$ cat src/rtl/sync_serial_consts.vh
// Register offsets, field positions and reset values of the synchronous serial channel
`ifndef SYNC_SERIAL_CONSTS_VH
`define SYNC_SERIAL_CONSTS_VH

`define MODE_REG_ADDR      12'h000
`define DIVIDER_ADDR       12'h004
`define CTRL_ZERO_ADDR     12'h008
`define CTRL_ONE_ADDR      12'h00c
`define TX_BUF_ADDR        12'h010
`define RX_BUF_ADDR        12'h014
`define STATUS_ADDR        12'h018

`define MODE_CLK_SRC_BIT   0
`define C0_PRESCALE_LO     0
`define C0_PRESCALE_HI     1
`define C0_HS_SELECT_BIT   2
`define C0_HS_DISABLE_BIT  3
`define C0_OPEN_DRAIN_BIT  4
`define C0_POLARITY_BIT    5
`define C0_MSB_FIRST_BIT   6
`define C1_TX_EN_BIT       0
`define C1_RX_EN_BIT       1
`define C1_IRQ_SRC_BIT     2
`define C1_CONT_RX_BIT     3
`define C1_INVERT_BIT      4
`define C1_CLK_PIN_SEL_BIT 5
`define C1_SPLIT_HS_BIT    6

`define ST_TXBE_BIT        0
`define ST_TXEMPTY_BIT     1
`define ST_RX_FULL_BIT     2
`define ST_OVERRUN_BIT     3

`define MODE_RESET         8'h00
`define DIVIDER_RESET      8'h00
`define CTRL_ZERO_RESET    8'h08
`define CTRL_ONE_RESET     8'h00

`define WORD_BITS          4'h8
`define OVERRUN_BIT_COUNT  4'h7

`endif

$ cat src/rtl/bit_rate_gen.v
// Prescaler and 8-bit divider that produce the internal transfer clock edge ticks
`timescale 1ns/10ps
`include "sync_serial_consts.vh"

module bit_rate_gen (
	input  wire       clk,
	input  wire       rst,
	input  wire       run,
	input  wire [1:0] prescale_sel,
	input  wire [7:0] bit_rate_divider,
	output reg        half_tick_q
);

	reg [4:0] pre_cnt_q;
	reg [7:0] div_cnt_q;
	reg       pre_tick;

	// Prescaled source: divide by 1, 2, 8 or 32 of clk
	always @* begin
		case (prescale_sel)
			2'h0: pre_tick = 1'b1;
			2'h1: pre_tick = (pre_cnt_q[0] == 1'b1);
			2'h2: pre_tick = (pre_cnt_q[2:0] == 3'h7);
			default: pre_tick = (pre_cnt_q == 5'h1f);
		endcase
	end

	// Half period is n+1 prescaled ticks, so period is 2(n+1)
	always @(posedge clk or posedge rst) begin
		if (rst) begin
			pre_cnt_q   <= 5'h00;
			div_cnt_q   <= 8'h00;
			half_tick_q <= 1'b0;
		end else if (!run) begin
			pre_cnt_q   <= 5'h00;
			div_cnt_q   <= 8'h00;
			half_tick_q <= 1'b0;
		end else begin
			pre_cnt_q   <= pre_cnt_q + 5'h01;
			half_tick_q <= 1'b0;
			if (pre_tick) begin
				if (div_cnt_q == bit_rate_divider) begin
					div_cnt_q   <= 8'h00;
					half_tick_q <= 1'b1;
				end else begin
					div_cnt_q <= div_cnt_q + 8'h01;
				end
			end
		end
	end

endmodule

$ cat src/rtl/sync_serial.v
// Clock synchronous serial channel with APB register access
// Summary of operation
// - Each word is exactly eight bits in both directions.
// - Internal clock is prescaled source divided by 2(n+1), n 00h..FFh.
// - Clock source select 1 takes the transfer clock from the clock pin.
// - Software picks clear-to-send gating, request-to-send output, or none.
// - Transmit starts only with transmit enable set and a word buffered.
// - With clear-to-send gating, transmit waits for the input low.
// - Reception needs receive enable, transmit enable and a buffered word, unless continuous receive is armed.
// - Irq source 0: transmit interrupt when buffer moves to shift register.
// - Irq source 1: transmit interrupt when whole word has been sent.
// - Receive interrupt when finished word moves to the receive buffer.
// - Overrun set at seventh bit of new word with buffer unread.
// - Clock polarity picks which transfer clock edge outputs and samples.
// - Bit order picks LSB first or MSB first.
// - Continuous receive: reading receive buffer enables the next reception.
// - Inversion flips every transmitted and received bit.
// - Transfer clock may go to either of two clock output pins.
// - Clear-to-send and request-to-send can use separate pins.
// - On overrun the buffer is undefined and no receive interrupt.
// - Data output idles high, or released when open drain.
// - Polarity 0: output on falling edge, sample on rising; 1 swaps.
`timescale 1ns/10ps
`include "sync_serial_consts.vh"

module sync_serial (
	input  wire        clk,
	input  wire        rst,
	input  wire        psel,
	input  wire        penable,
	input  wire        pwrite,
	input  wire [11:0] paddr,
	input  wire [31:0] pwdata,
	output reg  [31:0] prdata,
	output reg         pready,
	output reg         pslverr,
	input  wire        serial_clock_pin_in,
	output reg         serial_clock_pin_out,
	output reg         serial_clock_pin_oe,
	output reg         serial_clock_alt_out,
	output reg         serial_clock_alt_oe,
	input  wire        serial_data_in,
	output reg         serial_data_out,
	output reg         serial_data_oe,
	input  wire        clear_to_send_pin,
	input  wire        clear_to_send_alt_pin,
	output reg         request_to_send_pin,
	output reg         request_to_send_alt_pin,
	output reg         tx_irq,
	output reg         rx_irq
);

	localparam [2:0] S_IDLE  = 3'b001;
	localparam [2:0] S_SHIFT = 3'b010;
	localparam [2:0] S_DONE  = 3'b100;

	reg  [7:0] channel_mode_reg_q;
	reg  [7:0] bit_rate_divider_q;
	reg  [7:0] channel_control_zero_q;
	reg  [7:0] channel_control_one_q;
	reg  [7:0] tx_buffer_q;
	reg  [7:0] rx_buffer_q;
	reg  [7:0] tx_shift_q;
	reg  [7:0] rx_shift_q;
	reg  [3:0] bit_cnt_q;
	reg  [2:0] state_q;
	reg        tx_buffer_empty_flag_q;
	reg        tx_empty_q;
	reg        rx_full_q;
	reg        overrun_flag_q;
	reg        rx_armed_q;
	reg        sclk_q;
	reg        ext_clk_prev_q;
	reg        out_bit_q;
	reg        rx_take_q;

	wire       ext_clk = channel_mode_reg_q[`MODE_CLK_SRC_BIT];
	wire       polarity = channel_control_zero_q[`C0_POLARITY_BIT];
	wire       msb_first = channel_control_zero_q[`C0_MSB_FIRST_BIT];
	wire       hs_off = channel_control_zero_q[`C0_HS_DISABLE_BIT];
	wire       hs_rts = channel_control_zero_q[`C0_HS_SELECT_BIT];
	wire       open_drain = channel_control_zero_q[`C0_OPEN_DRAIN_BIT];
	wire       transmit_enable = channel_control_one_q[`C1_TX_EN_BIT];
	wire       rx_enable = channel_control_one_q[`C1_RX_EN_BIT];
	wire       tx_irq_source_select = channel_control_one_q[`C1_IRQ_SRC_BIT];
	wire       continuous_rx_mode = channel_control_one_q[`C1_CONT_RX_BIT];
	wire       invert = channel_control_one_q[`C1_INVERT_BIT];
	wire       clk_pin_sel = channel_control_one_q[`C1_CLK_PIN_SEL_BIT];
	wire       split_hs = channel_control_one_q[`C1_SPLIT_HS_BIT];
	wire       half_tick;

	wire       apb_access = psel && penable && pready;
	wire       apb_wr = apb_access && pwrite;
	wire       apb_rd = apb_access && !pwrite;
	wire       rx_read = apb_rd && (paddr == `RX_BUF_ADDR);
	wire       tx_write = apb_wr && (paddr == `TX_BUF_ADDR);

	// Selected clear-to-send input; split pins route it from the alternate pin
	wire       cts_in = split_hs ? clear_to_send_alt_pin : clear_to_send_pin;
	wire       cts_ok = hs_off || hs_rts || !cts_in;
	wire       start_ok = transmit_enable && !tx_buffer_empty_flag_q && cts_ok;
	wire       rx_start = rx_enable && transmit_enable;

	// Edges of the transfer clock: internal ticks toggle sclk, external edges observed
	wire       ext_rise = ext_clk && serial_clock_pin_in && !ext_clk_prev_q;
	wire       ext_fall = ext_clk && !serial_clock_pin_in && ext_clk_prev_q;
	// First toggle away from the idle level is the leading edge
	wire       int_lead = !ext_clk && half_tick && (sclk_q != polarity);
	wire       int_trail = !ext_clk && half_tick && (sclk_q == polarity);
	// Leading edge is falling for polarity 0: output changes there
	wire       lead_edge = int_lead || (polarity ? ext_rise : ext_fall);
	wire       trail_edge = int_trail || (polarity ? ext_fall : ext_rise);
	wire       rx_bit = serial_data_in ^ invert;
	wire [7:0] rx_next = msb_first ? {rx_shift_q[6:0], rx_bit} : {rx_bit, rx_shift_q[7:1]};

	function [7:0] reg_read;
		input [11:0] addr;
		begin
			case (addr)
				`MODE_REG_ADDR:  reg_read = channel_mode_reg_q;
				`DIVIDER_ADDR:   reg_read = bit_rate_divider_q;
				`CTRL_ZERO_ADDR: reg_read = channel_control_zero_q;
				`CTRL_ONE_ADDR:  reg_read = channel_control_one_q;
				`TX_BUF_ADDR:    reg_read = tx_buffer_q;
				`RX_BUF_ADDR:    reg_read = rx_buffer_q;
				`STATUS_ADDR:    reg_read = {4'h0, overrun_flag_q, rx_full_q,
						tx_empty_q, tx_buffer_empty_flag_q};
				default:         reg_read = 8'h00;
			endcase
		end
	endfunction

	function addr_valid;
		input [11:0] addr;
		begin
			addr_valid = (addr <= `STATUS_ADDR) && (addr[1:0] == 2'h0);
		end
	endfunction

	bit_rate_gen u_brg (
		.clk              (clk),
		.rst              (rst),
		.run              (state_q == S_SHIFT),
		.prescale_sel     (channel_control_zero_q[`C0_PRESCALE_HI:`C0_PRESCALE_LO]),
		.bit_rate_divider (bit_rate_divider_q),
		.half_tick_q      (half_tick)
	);

	// APB slave: one wait state so every access answers on the second access cycle
	always @(posedge clk or posedge rst) begin
		if (rst) begin
			pready  <= 1'b0;
			prdata  <= 32'h00000000;
			pslverr <= 1'b0;
		end else begin
			pready  <= psel && penable && !pready;
			pslverr <= psel && penable && !pready && !addr_valid(paddr);
			if (psel && penable && !pready && !pwrite)
				prdata <= {24'h000000, reg_read(paddr)};
		end
	end

	// Configuration registers
	always @(posedge clk or posedge rst) begin
		if (rst) begin
			channel_mode_reg_q     <= `MODE_RESET;
			bit_rate_divider_q     <= `DIVIDER_RESET;
			channel_control_zero_q <= `CTRL_ZERO_RESET;
			channel_control_one_q  <= `CTRL_ONE_RESET;
			tx_buffer_q            <= 8'h00;
		end else if (apb_wr) begin
			case (paddr)
				`MODE_REG_ADDR:  channel_mode_reg_q <= pwdata[7:0];
				`DIVIDER_ADDR:   bit_rate_divider_q <= pwdata[7:0];
				`CTRL_ZERO_ADDR: channel_control_zero_q <= pwdata[7:0];
				`CTRL_ONE_ADDR:  channel_control_one_q <= pwdata[7:0];
				`TX_BUF_ADDR:    tx_buffer_q <= pwdata[7:0];
				default: ;
			endcase
		end
	end

	// Transfer engine
	always @(posedge clk or posedge rst) begin
		if (rst) begin
			state_q                <= S_IDLE;
			tx_buffer_empty_flag_q <= 1'b1;
			tx_empty_q             <= 1'b1;
			rx_full_q              <= 1'b0;
			overrun_flag_q         <= 1'b0;
			rx_armed_q             <= 1'b0;
			tx_shift_q             <= 8'h00;
			rx_shift_q             <= 8'h00;
			rx_buffer_q            <= 8'h00;
			bit_cnt_q              <= 4'h0;
			sclk_q                 <= 1'b1;
			ext_clk_prev_q         <= 1'b1;
			out_bit_q              <= 1'b1;
			rx_take_q              <= 1'b0;
			tx_irq                 <= 1'b0;
			rx_irq                 <= 1'b0;
		end else begin
			ext_clk_prev_q <= serial_clock_pin_in;
			// Sample one clock after the internal edge, when the pin shows it
			rx_take_q <= (state_q == S_SHIFT) && trail_edge;
			if (rx_take_q)
				rx_shift_q <= rx_next;
			tx_irq <= 1'b0;
			rx_irq <= 1'b0;
			if (rx_read) begin
				rx_full_q <= 1'b0;
				if (continuous_rx_mode)
					rx_armed_q <= 1'b1;
			end
			if (tx_write)
				tx_buffer_empty_flag_q <= 1'b0;
			case (state_q)
				S_IDLE: begin
					sclk_q <= ~polarity;
					if (start_ok || (continuous_rx_mode && rx_armed_q && rx_start)) begin
						if (start_ok) begin
							tx_shift_q             <= tx_buffer_q;
							tx_buffer_empty_flag_q <= tx_write ? 1'b0 : 1'b1;
							tx_irq                 <= !tx_irq_source_select;
						end else begin
							tx_shift_q <= 8'hff;
						end
						rx_armed_q <= 1'b0;
						tx_empty_q <= 1'b0;
						bit_cnt_q  <= 4'h0;
						state_q    <= S_SHIFT;
					end
				end
				S_SHIFT: begin
					if (half_tick)
						sclk_q <= ~sclk_q;
					if (lead_edge) begin
						out_bit_q  <= (msb_first ? tx_shift_q[7] : tx_shift_q[0]) ^ invert;
						tx_shift_q <= msb_first ? {tx_shift_q[6:0], 1'b0} : {1'b0, tx_shift_q[7:1]};
					end
					if (trail_edge) begin
						bit_cnt_q  <= bit_cnt_q + 4'h1;
						if (rx_start && rx_full_q && bit_cnt_q + 4'h1 == `OVERRUN_BIT_COUNT)
							overrun_flag_q <= 1'b1;
						if (bit_cnt_q + 4'h1 == `WORD_BITS)
							state_q <= S_DONE;
					end
				end
				S_DONE: begin
					tx_empty_q <= 1'b1;
					tx_irq     <= tx_irq_source_select;
					if (rx_start && !overrun_flag_q) begin
						// Last bit is taken in this cycle, so it bypasses the shifter
						rx_buffer_q <= rx_next;
						rx_full_q   <= 1'b1;
						rx_irq      <= 1'b1;
					end
					// Buffer is left as is on overrun and no receive interrupt fires
					if (rx_start && overrun_flag_q)
						rx_full_q <= 1'b1;
					state_q <= S_IDLE;
				end
				default: state_q <= S_IDLE;
			endcase
			// Overrun clears when the status register is read, except in a cycle with a trailing edge while shifting
			if (apb_rd && paddr == `STATUS_ADDR && !(state_q == S_SHIFT && trail_edge))
				overrun_flag_q <= 1'b0;
		end
	end

	// Pin drive, all from flip-flops
	always @(posedge clk or posedge rst) begin
		if (rst) begin
			serial_clock_pin_out    <= 1'b1;
			serial_clock_pin_oe     <= 1'b0;
			serial_clock_alt_out    <= 1'b1;
			serial_clock_alt_oe     <= 1'b0;
			serial_data_out         <= 1'b1;
			serial_data_oe          <= 1'b0;
			request_to_send_pin     <= 1'b1;
			request_to_send_alt_pin <= 1'b1;
		end else begin
			serial_clock_pin_out <= sclk_q;
			serial_clock_pin_oe  <= !ext_clk && !clk_pin_sel;
			serial_clock_alt_out <= sclk_q;
			serial_clock_alt_oe  <= !ext_clk && clk_pin_sel;
			// Idle high; open drain releases the line for a one
			serial_data_out      <= (state_q == S_IDLE) ? 1'b1 : out_bit_q;
			serial_data_oe       <= open_drain ?
				!((state_q == S_IDLE) || out_bit_q) : 1'b1;
			// Request-to-send low while ready to receive
			if (!hs_off && hs_rts) begin
				request_to_send_pin     <= !(rx_enable && !rx_full_q && state_q == S_IDLE);
				request_to_send_alt_pin <= split_hs ?
					!(rx_enable && !rx_full_q && state_q == S_IDLE) : 1'b1;
			end else begin
				request_to_send_pin     <= 1'b1;
				request_to_send_alt_pin <= 1'b1;
			end
		end
	end

endmodule

$ cat config.mk
export PLATFORM = sky130hd
export DESIGN_NAME = sync_serial
export DESIGN_NICKNAME = d
export VERILOG_FILES = /design/src/rtl/bit_rate_gen.v /design/src/rtl/sync_serial.v
export VERILOG_INCLUDE_DIRS = /design/src /design/src/rtl
export SDC_FILE = /design/constraint.sdc
export NUM_CORES = 1
export LEC_CHECK = 0
export ABC_AREA = 1
export BUFFER_PORTS_ARGS = -buffer_cell sky130_fd_sc_hd__buf_2
export CAP_MARGIN = 20
export CORE_MARGIN = 4
export CORE_UTILIZATION = 35
export CTS_BUF_LIST = sky130_fd_sc_hd__clkbuf_4
export CTS_CLUSTER_SIZE = 24
export DETAILED_ROUTE_END_ITERATION = 7
export PLACE_DENSITY = 0.5
export REMOVE_ABC_BUFFERS = 1
export SYNTH_ARGS = -nofsm -noshare
export SYNTH_HDL_FRONTEND = slang
export SYNTH_SLANG_ARGS = --single-unit
$ cat constraint.sdc
create_clock -name clk -period 7.2 [get_ports clk]
set_clock_uncertainty 0.1 [all_clocks]
set_input_delay 0.36 -clock clk [delete_from_list [all_inputs] [get_ports clk]]
set_output_delay 0.36 -clock clk [all_outputs]
set_load 0.01 [all_outputs]
* Yosys cells after proc, flatten, opt, wreduce, memory -nomap -nowiden
Index checks and enable logic that the tools add are counted.
** Cells by class
- Reduce and logical (&&, ||, !) cells :: 77
- Order comparisons :: 1
- Bitwise logic cells :: 4
- $add $sub $neg :: 3
- Mux-type cells :: 57
- Eq/ne operators :: 24
** Operators with widths (count)
- two-way mux 8 bit :: 8
- one-hot mux 8 bit (7 select lines) :: 1
- == test 12 x 5 -> 1 bit, second input constant :: 3
- two-way mux 1 bit :: 35
- logical AND 1 bit :: 34
- == test 12 x 4 -> 1 bit, second input constant :: 2
- AND reduction 2 bit :: 9
- zero test 1 bit :: 16
- one-hot mux 8 bit (2 select lines) :: 1
- == test 12 x 3 -> 1 bit, second input constant :: 1
- <= comparator 12 x 5 -> 1 bit, second input constant :: 1
- zero test 12 bit :: 1
- inequality test 2 bit, second input constant :: 6
- AND reduction 3 bit :: 4
- nonzero test 2 bit :: 5
- two-way mux 3 bit :: 3
- adder 8 x 1 -> 8 bit, second input constant :: 1
- == test 8 bit :: 1
- two-way mux 4 bit :: 2
- one-hot mux 4 bit (2 select lines) :: 1
- == test 3 bit, second input constant :: 2
- logical OR 1 bit :: 6
- one-hot mux 1 bit (2 select lines) :: 3
- one-hot mux 3 bit (2 select lines) :: 1
- 16 further kinds :: 19
** Storage, ports and cells
- Logic and storage cells :: 200
- Register bits after elaboration :: 113
- Output and inout port bits :: 44

* Logic depth before layout (Yosys ltp)
Gate-level depths: netlist of the first run.
- Depth in word-level cells :: 10
- Mapped depth :: 12

* Hierarchy
Synthesis of the first run repeated with hierarchy kept, for this count alone.
** Unflattened totals
- Cell total of the unflattened synthesis :: 788
- Area total of the unflattened synthesis :: 6185.9 µm²
** Modules (own cells, without submodules)
- sync_serial :: sequential area each 2491.1 µm², cells each 653, times used 1, area each 5226.3 µm²
- bit_rate_gen :: sequential area each 350.3 µm², cells each 135, times used 1, area each 959.7 µm²

* Least setup slack after synthesis of the first run
Ideal clock, no wire load.
- Kind :: reg2reg
- Start point :: reg u_brg.pre_cnt_q[0]
- End point :: reg u_brg.div_cnt_q[2]
- Arrival :: 1.580 ns
- Path buffers :: 1
- Required time :: 6.972 ns
- Cell stages (with the launch flop) :: 12
- Setup slack :: 5.393 ns
- Library setup time :: 0.128 ns
- Path through :: dfrtp_1 ha_1 nand2_1 nor2_1 ha_1 a21oi_1 o21ai_0 o21ai_1 nand2_1 inv_1 buf_2 o21ai_0
** Between the ends
- Longest elaborated chain between the ends :: 3
** Ends and longest elaborated chain
- from (decl) :: RTL line bit_rate_gen.v:14 : reg [4:0] pre_cnt_q;
- from (signal assigned) :: RTL line bit_rate_gen.v:39 : pre_cnt_q <= pre_cnt_q + 5'h01;
- == test 5 bit or == test 3 bit (tied branches) :: RTL line bit_rate_gen.v:24, bit_rate_gen.v:23
- one-hot mux 1 bit (3 select lines) * :: RTL line bit_rate_gen.v:20 : case (prescale_sel)
- inequality test 2 bit (no source line) *
- to (signal assigned) :: RTL line bit_rate_gen.v:46 : div_cnt_q <= div_cnt_q + 8'h01;
- to (decl) :: RTL line bit_rate_gen.v:15 : reg [7:0] div_cnt_q;
Mark *: on every way between the ends. The rest lies on a longest branch, timed or not.
A chain may end at the register's enable or synchronous reset.

* Final worst setup path of the first run
- Start point :: reg state_q[0]
- End point :: reg tx_shift_q[7]
** Between the ends
- Longest elaborated chain between the ends :: 3
** Ends and longest elaborated chain
- from (decl) :: RTL line sync_serial.v:66 : reg [2:0] state_q;
- from (signal assigned) :: RTL line sync_serial.v:186 : state_q <= S_IDLE;
- from (signal assigned) :: RTL line sync_serial.v:231 : state_q <= S_SHIFT;
- from (signal assigned) :: RTL line sync_serial.v:246 : state_q <= S_DONE;
- == test 3 x 1 -> 1 bit or == test 3 x 2 -> 1 bit (tied branches) :: RTL line sync_serial.v:217 : case (state_q)
- inequality test 2 bit (no source line) or nonzero test 2 bit (tied branches)
- AND reduction 3 bit (no source line)
- to (signal assigned) :: RTL line sync_serial.v:222 : tx_shift_q <= tx_buffer_q;
- to (signal assigned) :: RTL line sync_serial.v:239 : tx_shift_q <= msb_first ? {tx_shift_q[6:0], 1'b0} : {1'b0, tx_shift_q[7:1]};
- to (decl) :: RTL line sync_serial.v:63 : reg [7:0] tx_shift_q;
Several ways; a longest one is shown, not always the timed one.

==> flow_metrics.tcl, run 1 <==
set metrics [dict create \
    path_class "register to register" \
    crit_slowest_cell "o21ai_1" \
    ff2ff_setup_slack_ns 4.40 \
    grt_max_degree 67 \
    p_sw_mw 0.292 \
    antenna_cells 0 \
    holdPathEnd "pslverr" \
    regToRegStartpoint "state_q[0]" \
    drive_gt1_frac 0.186 \
    mostFrequentLayoutCell "nand2_1" \
    p_leak_nw 3.37 \
    fin_cells 1041 \
    dp_cells 1004 \
    cts_buffer_depth 2 \
    grt_first_pass_wirelength_um 25500 \
    wirelength_um 15400 \
    drtIter0Drc 276 \
    clock-sinks 113 \
    finalSetupViolCount 0 \
    crit_family "simple AND/OR/NAND/NOR gates" \
    start_util 0.355 \
    rows 48 \
    io_pins 97 \
    die_area_um2 19600 \
    root_buffer "clkbuf_4" \
    fin_crit_sh 0.389 \
    syn_area_um2 6100 \
    vdd_ir_drop_max_v 0.0000755 \
    whs_path_depth 3 \
    nets 862 \
    rsz0062_at_grt "no" \
    clk_latency_ns 0.53 \
    cts_made_buffers 17 \
    final.fill_count 1836 \
    viasPerCell 4.81 \
    start_kind "register" \
    grt_pass1_vias 4909 \
    die_y_um 140 \
    syn_inst 754 \
    post-dp-hpwl_um 11400 \
    port_buffers 48 \
    crit_arrival_ns 3.11 \
    yosysUniqueCellTypes 42 \
    antenna_found_initial 0 \
    slew_headroom 0.352 \
    track_usage 0.164 \
    status "finished, final reports clean" \
    slew_violations 0 \
    endpoint_kind "register" \
    clk_pin_slew_ns 0.10 \
    cts_tree "done" \
    p_per_area_nw_per_um2 185 \
    hold_path.class "primary input to register" \
    ys_ff_latch 113 \
    fin_crit_ns 2.80 \
    ff2ff_path_depth 7 \
    swShare 0.233 \
    final.setup.tns_ns 0 \
    cap_violations 0 \
    ys_warn_count 0 \
    mostFrequentLayoutCells "199 x nand2_1, 102 x dfrtp_1, 72 x nand3_1, 68 x inv_1, 68 x nor2_1" \
    hold_start "paddr[0]" \
    areaGrowthSynthToFinish_pct 10.8 \
    cp_common_cell "nand2_1" \
    clkPwrFrac 0.448 \
    syn_avg_cell_area_um2 8.09 \
    coreArea_um2 17200 \
    critPathMaxStageDelay_ns 0.63 \
    cts_resized 0 \
    avgRoutedWirePerCell_um 14.8 \
    place.gp.congestion 0.891 \
    fmaxAchievable_mhz 357 \
    r2r-end "tx_shift_q[7]" \
    crit_buf_inv 2 \
    critical_path.cell_chain "inv_1 > nand3_1 > inv_2 > o21ai_1 > nand2_2 > nand2_1 > nand2_1" \
    required_ns 7.51 \
    die_w_um 140 \
    pwr-share-seq 0.508 \
    dr.pass1.iters 5 \
    yosysSeqAreaShare 0.466 \
    pwr-share-comb 0.044 \
    vias 5007 \
    grt_overflow 0 \
    worst_pin_slew_ns 0.966 \
    ant_nets 0 \
    intPower_mw 0.962 \
    h-tree-depth 4 \
    hold_viol 0 \
    drc 0 \
    critPathMaxFanout 23 \
]
[worst min-delay path: stages]
cell,delay [ns]
buf_2,0.11
nor2_4,0.06
a21oi_1,0.13
[registers in the layout, indices dropped and copies added (netlist names), 3 cells and up]
register / count
bit_rate_divider_q: 8
channel_control_one_q: 8
channel_control_zero_q: 8
channel_mode_reg_q: 8
prdata: 8
rx_buffer_q: 8
rx_shift_q: 8
tx_buffer_q: 8
tx_shift_q: 8
u_brg.div_cnt_q: 8
u_brg.pre_cnt_q: 5
bit_cnt_q: 4
state_q: 3
[final cells by class]
| cell class | count | area [um2] | share of cell area |
|---|---|---|---|
| clock buffer | 19 | 143 | 0.0211 |
| clock inverter | 13 | 191 | 0.0283 |
| multi-input combinational | 537 | 2700 | 0.400 |
| timing repair buffer | 54 | 298 | 0.0441 |
| inverter | 80 | 303 | 0.0448 |
| tap | 225 | 282 | 0.0417 |
| sequential | 113 | 2840 | 0.420 |
[Yosys cell counts]
master,count,area share
nand2_2,6,0.0062
clkbuf_1,3,0.0018
o31ai_1,1,0.0012
clkinv_1,1,0.00061
a31oi_1,1,0.0010
o211ai_1,1,0.0012
nor2_1,68,0.042
o21ai_0,33,0.027
o21ai_1,29,0.024
o22ai_1,6,0.0062
dfstp_2,11,0.047
o21ai_4,1,0.0027
nor2_8,1,0.0033
mux2_2,2,0.0037
buf_6,6,0.011
ha_1,6,0.012
a21oi_1,6,0.0049
buf_2,11,0.0090
xnor2_1,11,0.016
nor3_1,8,0.0066
nor2_4,7,0.013
nor2_2,5,0.0051
nand3_1,72,0.059
inv_1,69,0.042
nand2_4,2,0.0037
nand2_1,199,0.12
nor3_4,1,0.0027
nand4_1,10,0.010
clkbuf_2,1,0.00082
buf_4,25,0.031
dfrtp_1,102,0.42
nand3_4,1,0.0029
and3_1,1,0.0010
o21a_1,1,0.0012
nand3_2,4,0.0066
xor2_1,6,0.0086
conb_1,1,0.00061
buf_8,1,0.0025
inv_2,10,0.0062
nor3b_1,1,0.0012
or2_2,1,0.0010
o21ai_2,22,0.032
[power by group through the flow]
stage | registers [mW] | clock network, mW | logic, mW
2_1_floorplan | 0.649 | 0 | 0.0316
3_5_place_dp | 0.649 | 0 | 0.0537
5_1_grt | 0.637 | 0.605 | 0.0627
3_3_place_gp | 0.649 | 0 | 0.0529
4_1_cts | 0.637 | 0.582 | 0.0560
6_report | 0.637 | 0.562 | 0.0549
[kinds of logic (layout without fill, tap and decap cells)]
family | after synthesis | in the layout | synth area share
AO/OA/AOI/OAI | 101 | 101 | 0.101
buffers and inverters | 127 | 166 | 0.105
flip-flops | 113 | 113 | 0.466
AND/OR/NAND/NOR | 387 | 387 | 0.287
adder cells (fa/ha/maj) | 6 | 6 | 0.0123
other | 1 | 24 | 0.000615
multiplexers | 2 | 2 | 0.00369
XOR/XNOR | 17 | 17 | 0.0244
[through the flow]
| step | cell area (um2) | hold slack (ns) | setup slack, ns | util | power [mW] |
|---|---|---|---|---|---|
| global route | 6760 | 0.0614 | 4.16 | 0.394 | 1.30 |
| CTS | 6760 | 0.0358 | 4.31 | 0.394 | 1.28 |
| floorplan | 5840 | 0.264 | 3.77 | - | 0.681 |
| detailed placement | 6370 | 0.277 | 4.33 | 0.371 | 0.703 |
| global placement | 6370 | 0.274 | 4.37 | 0.371 | 0.702 |
| finish | 6760 | 0.0814 | 4.40 | 0.394 | 1.25 |
[routing by layer]
metal  GRT usage  vias to the layer above  part of all wire
met1       0.221                     2370              0.47
met2       0.267                      144              0.47
met5           0                        -                 0
met3      0.0427                        7             0.051
met4      0.0367                        0            0.0073
li1            -                     2486                 -
[how the worst max path moves through the flow]
stage	startpoint	end	slack (ns)	cells past startpoint
6_report	state_q[0]	tx_shift_q[7]	4.40	7
5_1_grt	state_q[0]	tx_shift_q[4]	4.16	7
4_1_cts	state_q[0]	tx_shift_q[7]	4.31	7
3_5_place_dp	state_q[0]	tx_shift_q[5]	4.33	7
3_3_place_gp	state_q[0]	tx_shift_q[5]	4.37	7
2_1_floorplan	rst	bit_cnt_q[0]	3.77	1
[what timing repair did]
item	4_1_cts	5_1_grt
endpoints found under the setup margin	0	0
endpoints found under the hold margin	59	0
buffers inserted	0	0
hold buffers	5	0
Note: power is estimated with default switching activity, not from simulation.
==> inputs of run 2 (changes only) <==
ABC_AREA = 0   (was 1)
PLACE_DENSITY = 0.52   (was 0.5)
clock period = 2.45 ns   (was 7.2 ns; I/O delays follow)
==> flow_metrics.tcl, run 2 <==
set metrics [dict create \
    worst_pin_slew_ns 0.622 \
    p_per_area_nw_per_um2 526 \
    syn_area_um2 5660 \
    coreArea_um2 15900 \
    drc 0 \
    rsz0062_at_grt "no" \
    clk_latency_ns 0.55 \
    post-dp-hpwl_um 10500 \
    critical_path.cell_chain "ha_1 > and3_1 > ha_1 > mux2i_1 > a22oi_1 > nand3_1 > o311ai_0" \
    syn_avg_cell_area_um2 11.2 \
    hold_path.class "primary input to register" \
    vdd_ir_drop_max_v 0.000410 \
    critPathMaxStageDelay_ns 0.43 \
    finalSetupViolCount 0 \
    async_reset_ff_frac 1.00 \
    synth-main-ff-cell "dfrtp_1" \
    wirelength_um 14400 \
    hold_viol 0 \
    drive_gt1_frac 0.294 \
    clock-sinks 113 \
    start_util 0.357 \
    ff2ff_setup_slack_ns 0.26 \
    timing.hold.ws_ns 0.0257 \
    die_area_um2 18300 \
    grt_pass1_vias 4173 \
    fin_crit_ns 2.19 \
    cap_violations 0 \
    synthTopCellsByArea "dfrtp_1 45%, mux2_2 12%, dfstp_2 5.1%" \
    die_w_um 135 \
    cts_hold_buf 25 \
    fin_cells 818 \
    synth.most_common_cell "dfrtp_1" \
    p_leak_nw 3.11 \
    cts_tree "done" \
    rows 46 \
    mostFrequentLayoutCells "102 x dfrtp_1, 61 x mux2_2, 48 x buf_2, 33 x nand2_1, 29 x nor2_1" \
    ant_nets 0 \
    status "finished, final reports clean" \
    syn_inst 505 \
    mostFrequentLayoutCell "dfrtp_1" \
    grt_first_pass_wirelength_um 22900 \
    areaGrowthSynthToFinish_pct 17.4 \
    die_y_um 135 \
    fmaxAchievable_mhz 456 \
    start_kind "register" \
    avgRoutedWirePerCell_um 17.7 \
    grt_max_degree 48 \
    path_class "register to register" \
    required_ns 2.76 \
    synth_edf_count 0 \
    place.gp.congestion 0.806 \
    place_area_um2 6120 \
    dr.pass1.iters 4 \
    viasPerCell 5.12 \
    crit_slowest_cell "o311ai_0" \
    regToRegStartpoint "u_brg.pre_cnt_q[0]" \
    final_util 0.418 \
    antenna_cells 0 \
    p_total_mw 3.50 \
    ff2ff_path_depth 7 \
    cts_buffer_depth 2 \
    port_buffers 48 \
    yosys.area.top_type_share 0.451 \
    grt_overflow 0 \
    ys_warn_count 0 \
    fin_crit_sh 0.895 \
    critPathMaxFanout 6 \
    slew_violations 0 \
    r2r-end "u_brg.div_cnt_q[6]" \
    holdPathEnd "tx_buffer_empty_flag_q" \
    crit_arrival_ns 2.50 \
    slew_headroom 0.585 \
    cts_setup_buffers 0 \
    hold_start "clear_to_send_pin" \
    antenna_found_initial 1 \
    cts_resized 0 \
    dp_cells 761 \
    drtIter0Drc 277 \
    io_pins 97 \
    ys_ff_latch 113 \
    clk_pin_slew_ns 0.10 \
    nets 648 \
    ys_top_cells_by_count "102 x dfrtp_1, 61 x mux2_2, 33 x nand2_1" \
    h-tree-depth 4 \
    yosys.area.top_type "dfrtp_1" \
    root_buffer "clkbuf_4" \
    yosysUniqueCellTypes 65 \
    yosysSeqAreaShare 0.502 \
    cp_common_cell "ha_1" \
    track_usage 0.164 \
    endpoint_kind "register" \
    fin_area_um2 6650 \
    cts_made_buffers 17 \
    vias 4192 \
    whs_path_depth 5 \
]
run 2: cell types whose count changed in the layout (fill, tap and decap cells not counted), moves of 9 or more:
cell           before  now
nor2_1             68   29
nand3_1            72   17
mux2i_1             0   21
o21ai_0            33   12
buf_4               1   13
nand2_1           199   33
inv_2              10    0
inv_1              68    6
a22oi_1             0    9
dlygate4sd3_1       5   25
o21ai_1            29    0
o21ai_2            22    0
mux2_2              2   61
a21oi_1             6   22
run 2: kinds of logic after synthesis:
logic type / count (synthesis) / synth area share
buffers and inverters: 52 / 0.0524
muxes: 83 / 0.162
xor gates and xnor gates: 14 / 0.0216
AOI/OAI and AO/OA: 87 / 0.105
and+or+nand+nor: 149 / 0.143
adders and majority gates: 6 / 0.0133
DFF: 113 / 0.502
other: 1 / 0.000662
run 2: worst max-delay path by stage:
stage / start / end / slack [ns] / depth (start not counted)
finish: u_brg.pre_cnt_q[0] / u_brg.div_cnt_q[6] / 0.26 / 7
global route: u_brg.pre_cnt_q[0] / u_brg.div_cnt_q[7] / 0.03 / 7
CTS: u_brg.pre_cnt_q[0] / u_brg.div_cnt_q[6] / 0.26 / 7
detailed placement: u_brg.pre_cnt_q[0] / u_brg.div_cnt_q[6] / 0.29 / 7
global placement: u_brg.pre_cnt_q[0] / u_brg.div_cnt_q[6] / 0.41 / 7
floorplan: rst / bit_cnt_q[0] / -0.74 / 1
run 2: where the power goes:
part / internal, mW / leakage, nW / switching [mW] / total [mW]
logic: 0.0750 / 1.47 / 0.130 / 0.205
registers: 1.87 / 1.48 / 0.00369 / 1.88
clock network: 0.696 / 0.155 / 0.721 / 1.42
total: 2.64 / 3.11 / 0.856 / 3.50
run 2: metrics by stage:
| stage | setup TNS [ns] | worst slack, ns |
|---|---|---|
| after floorplan | -76.97 | -0.742 |
| after global placement | 0 | 0.405 |
| after detailed placement | 0 | 0.290 |
| after CTS | 0 | 0.260 |
| after global routing | 0 | 0.0257 |
| final | 0 | 0.258 |
run 2: cell type report:
cell class	count	area (um2)
flip-flops and latches	113	2840
well taps	216	270
fillers	1573	9240
clock inverters	14	146
multi-input cells	363	2620
inverters	7	28.8
repair buffers	87	608
clock buffers	18	135
run 2: worst max-delay path, delay by kind of cell (launching register included):
kind	cells	cell delay [ns]
multiplexers	1	0.08
adder cells (fa/ha/maj)	2	0.32
AND/OR/NAND/NOR	2	0.42
AO/OA/AOI/OAI	2	0.73
flip-flops	1	0.41
run 2: per-layer routing:
layer,part of all wire,routed length [um],GRT usage
met5,0.00048,7,0
met4,0.014,199,0.0437
met3,0.043,616,0.0494
met2,0.48,6960,0.258
met1,0.46,6660,0.222
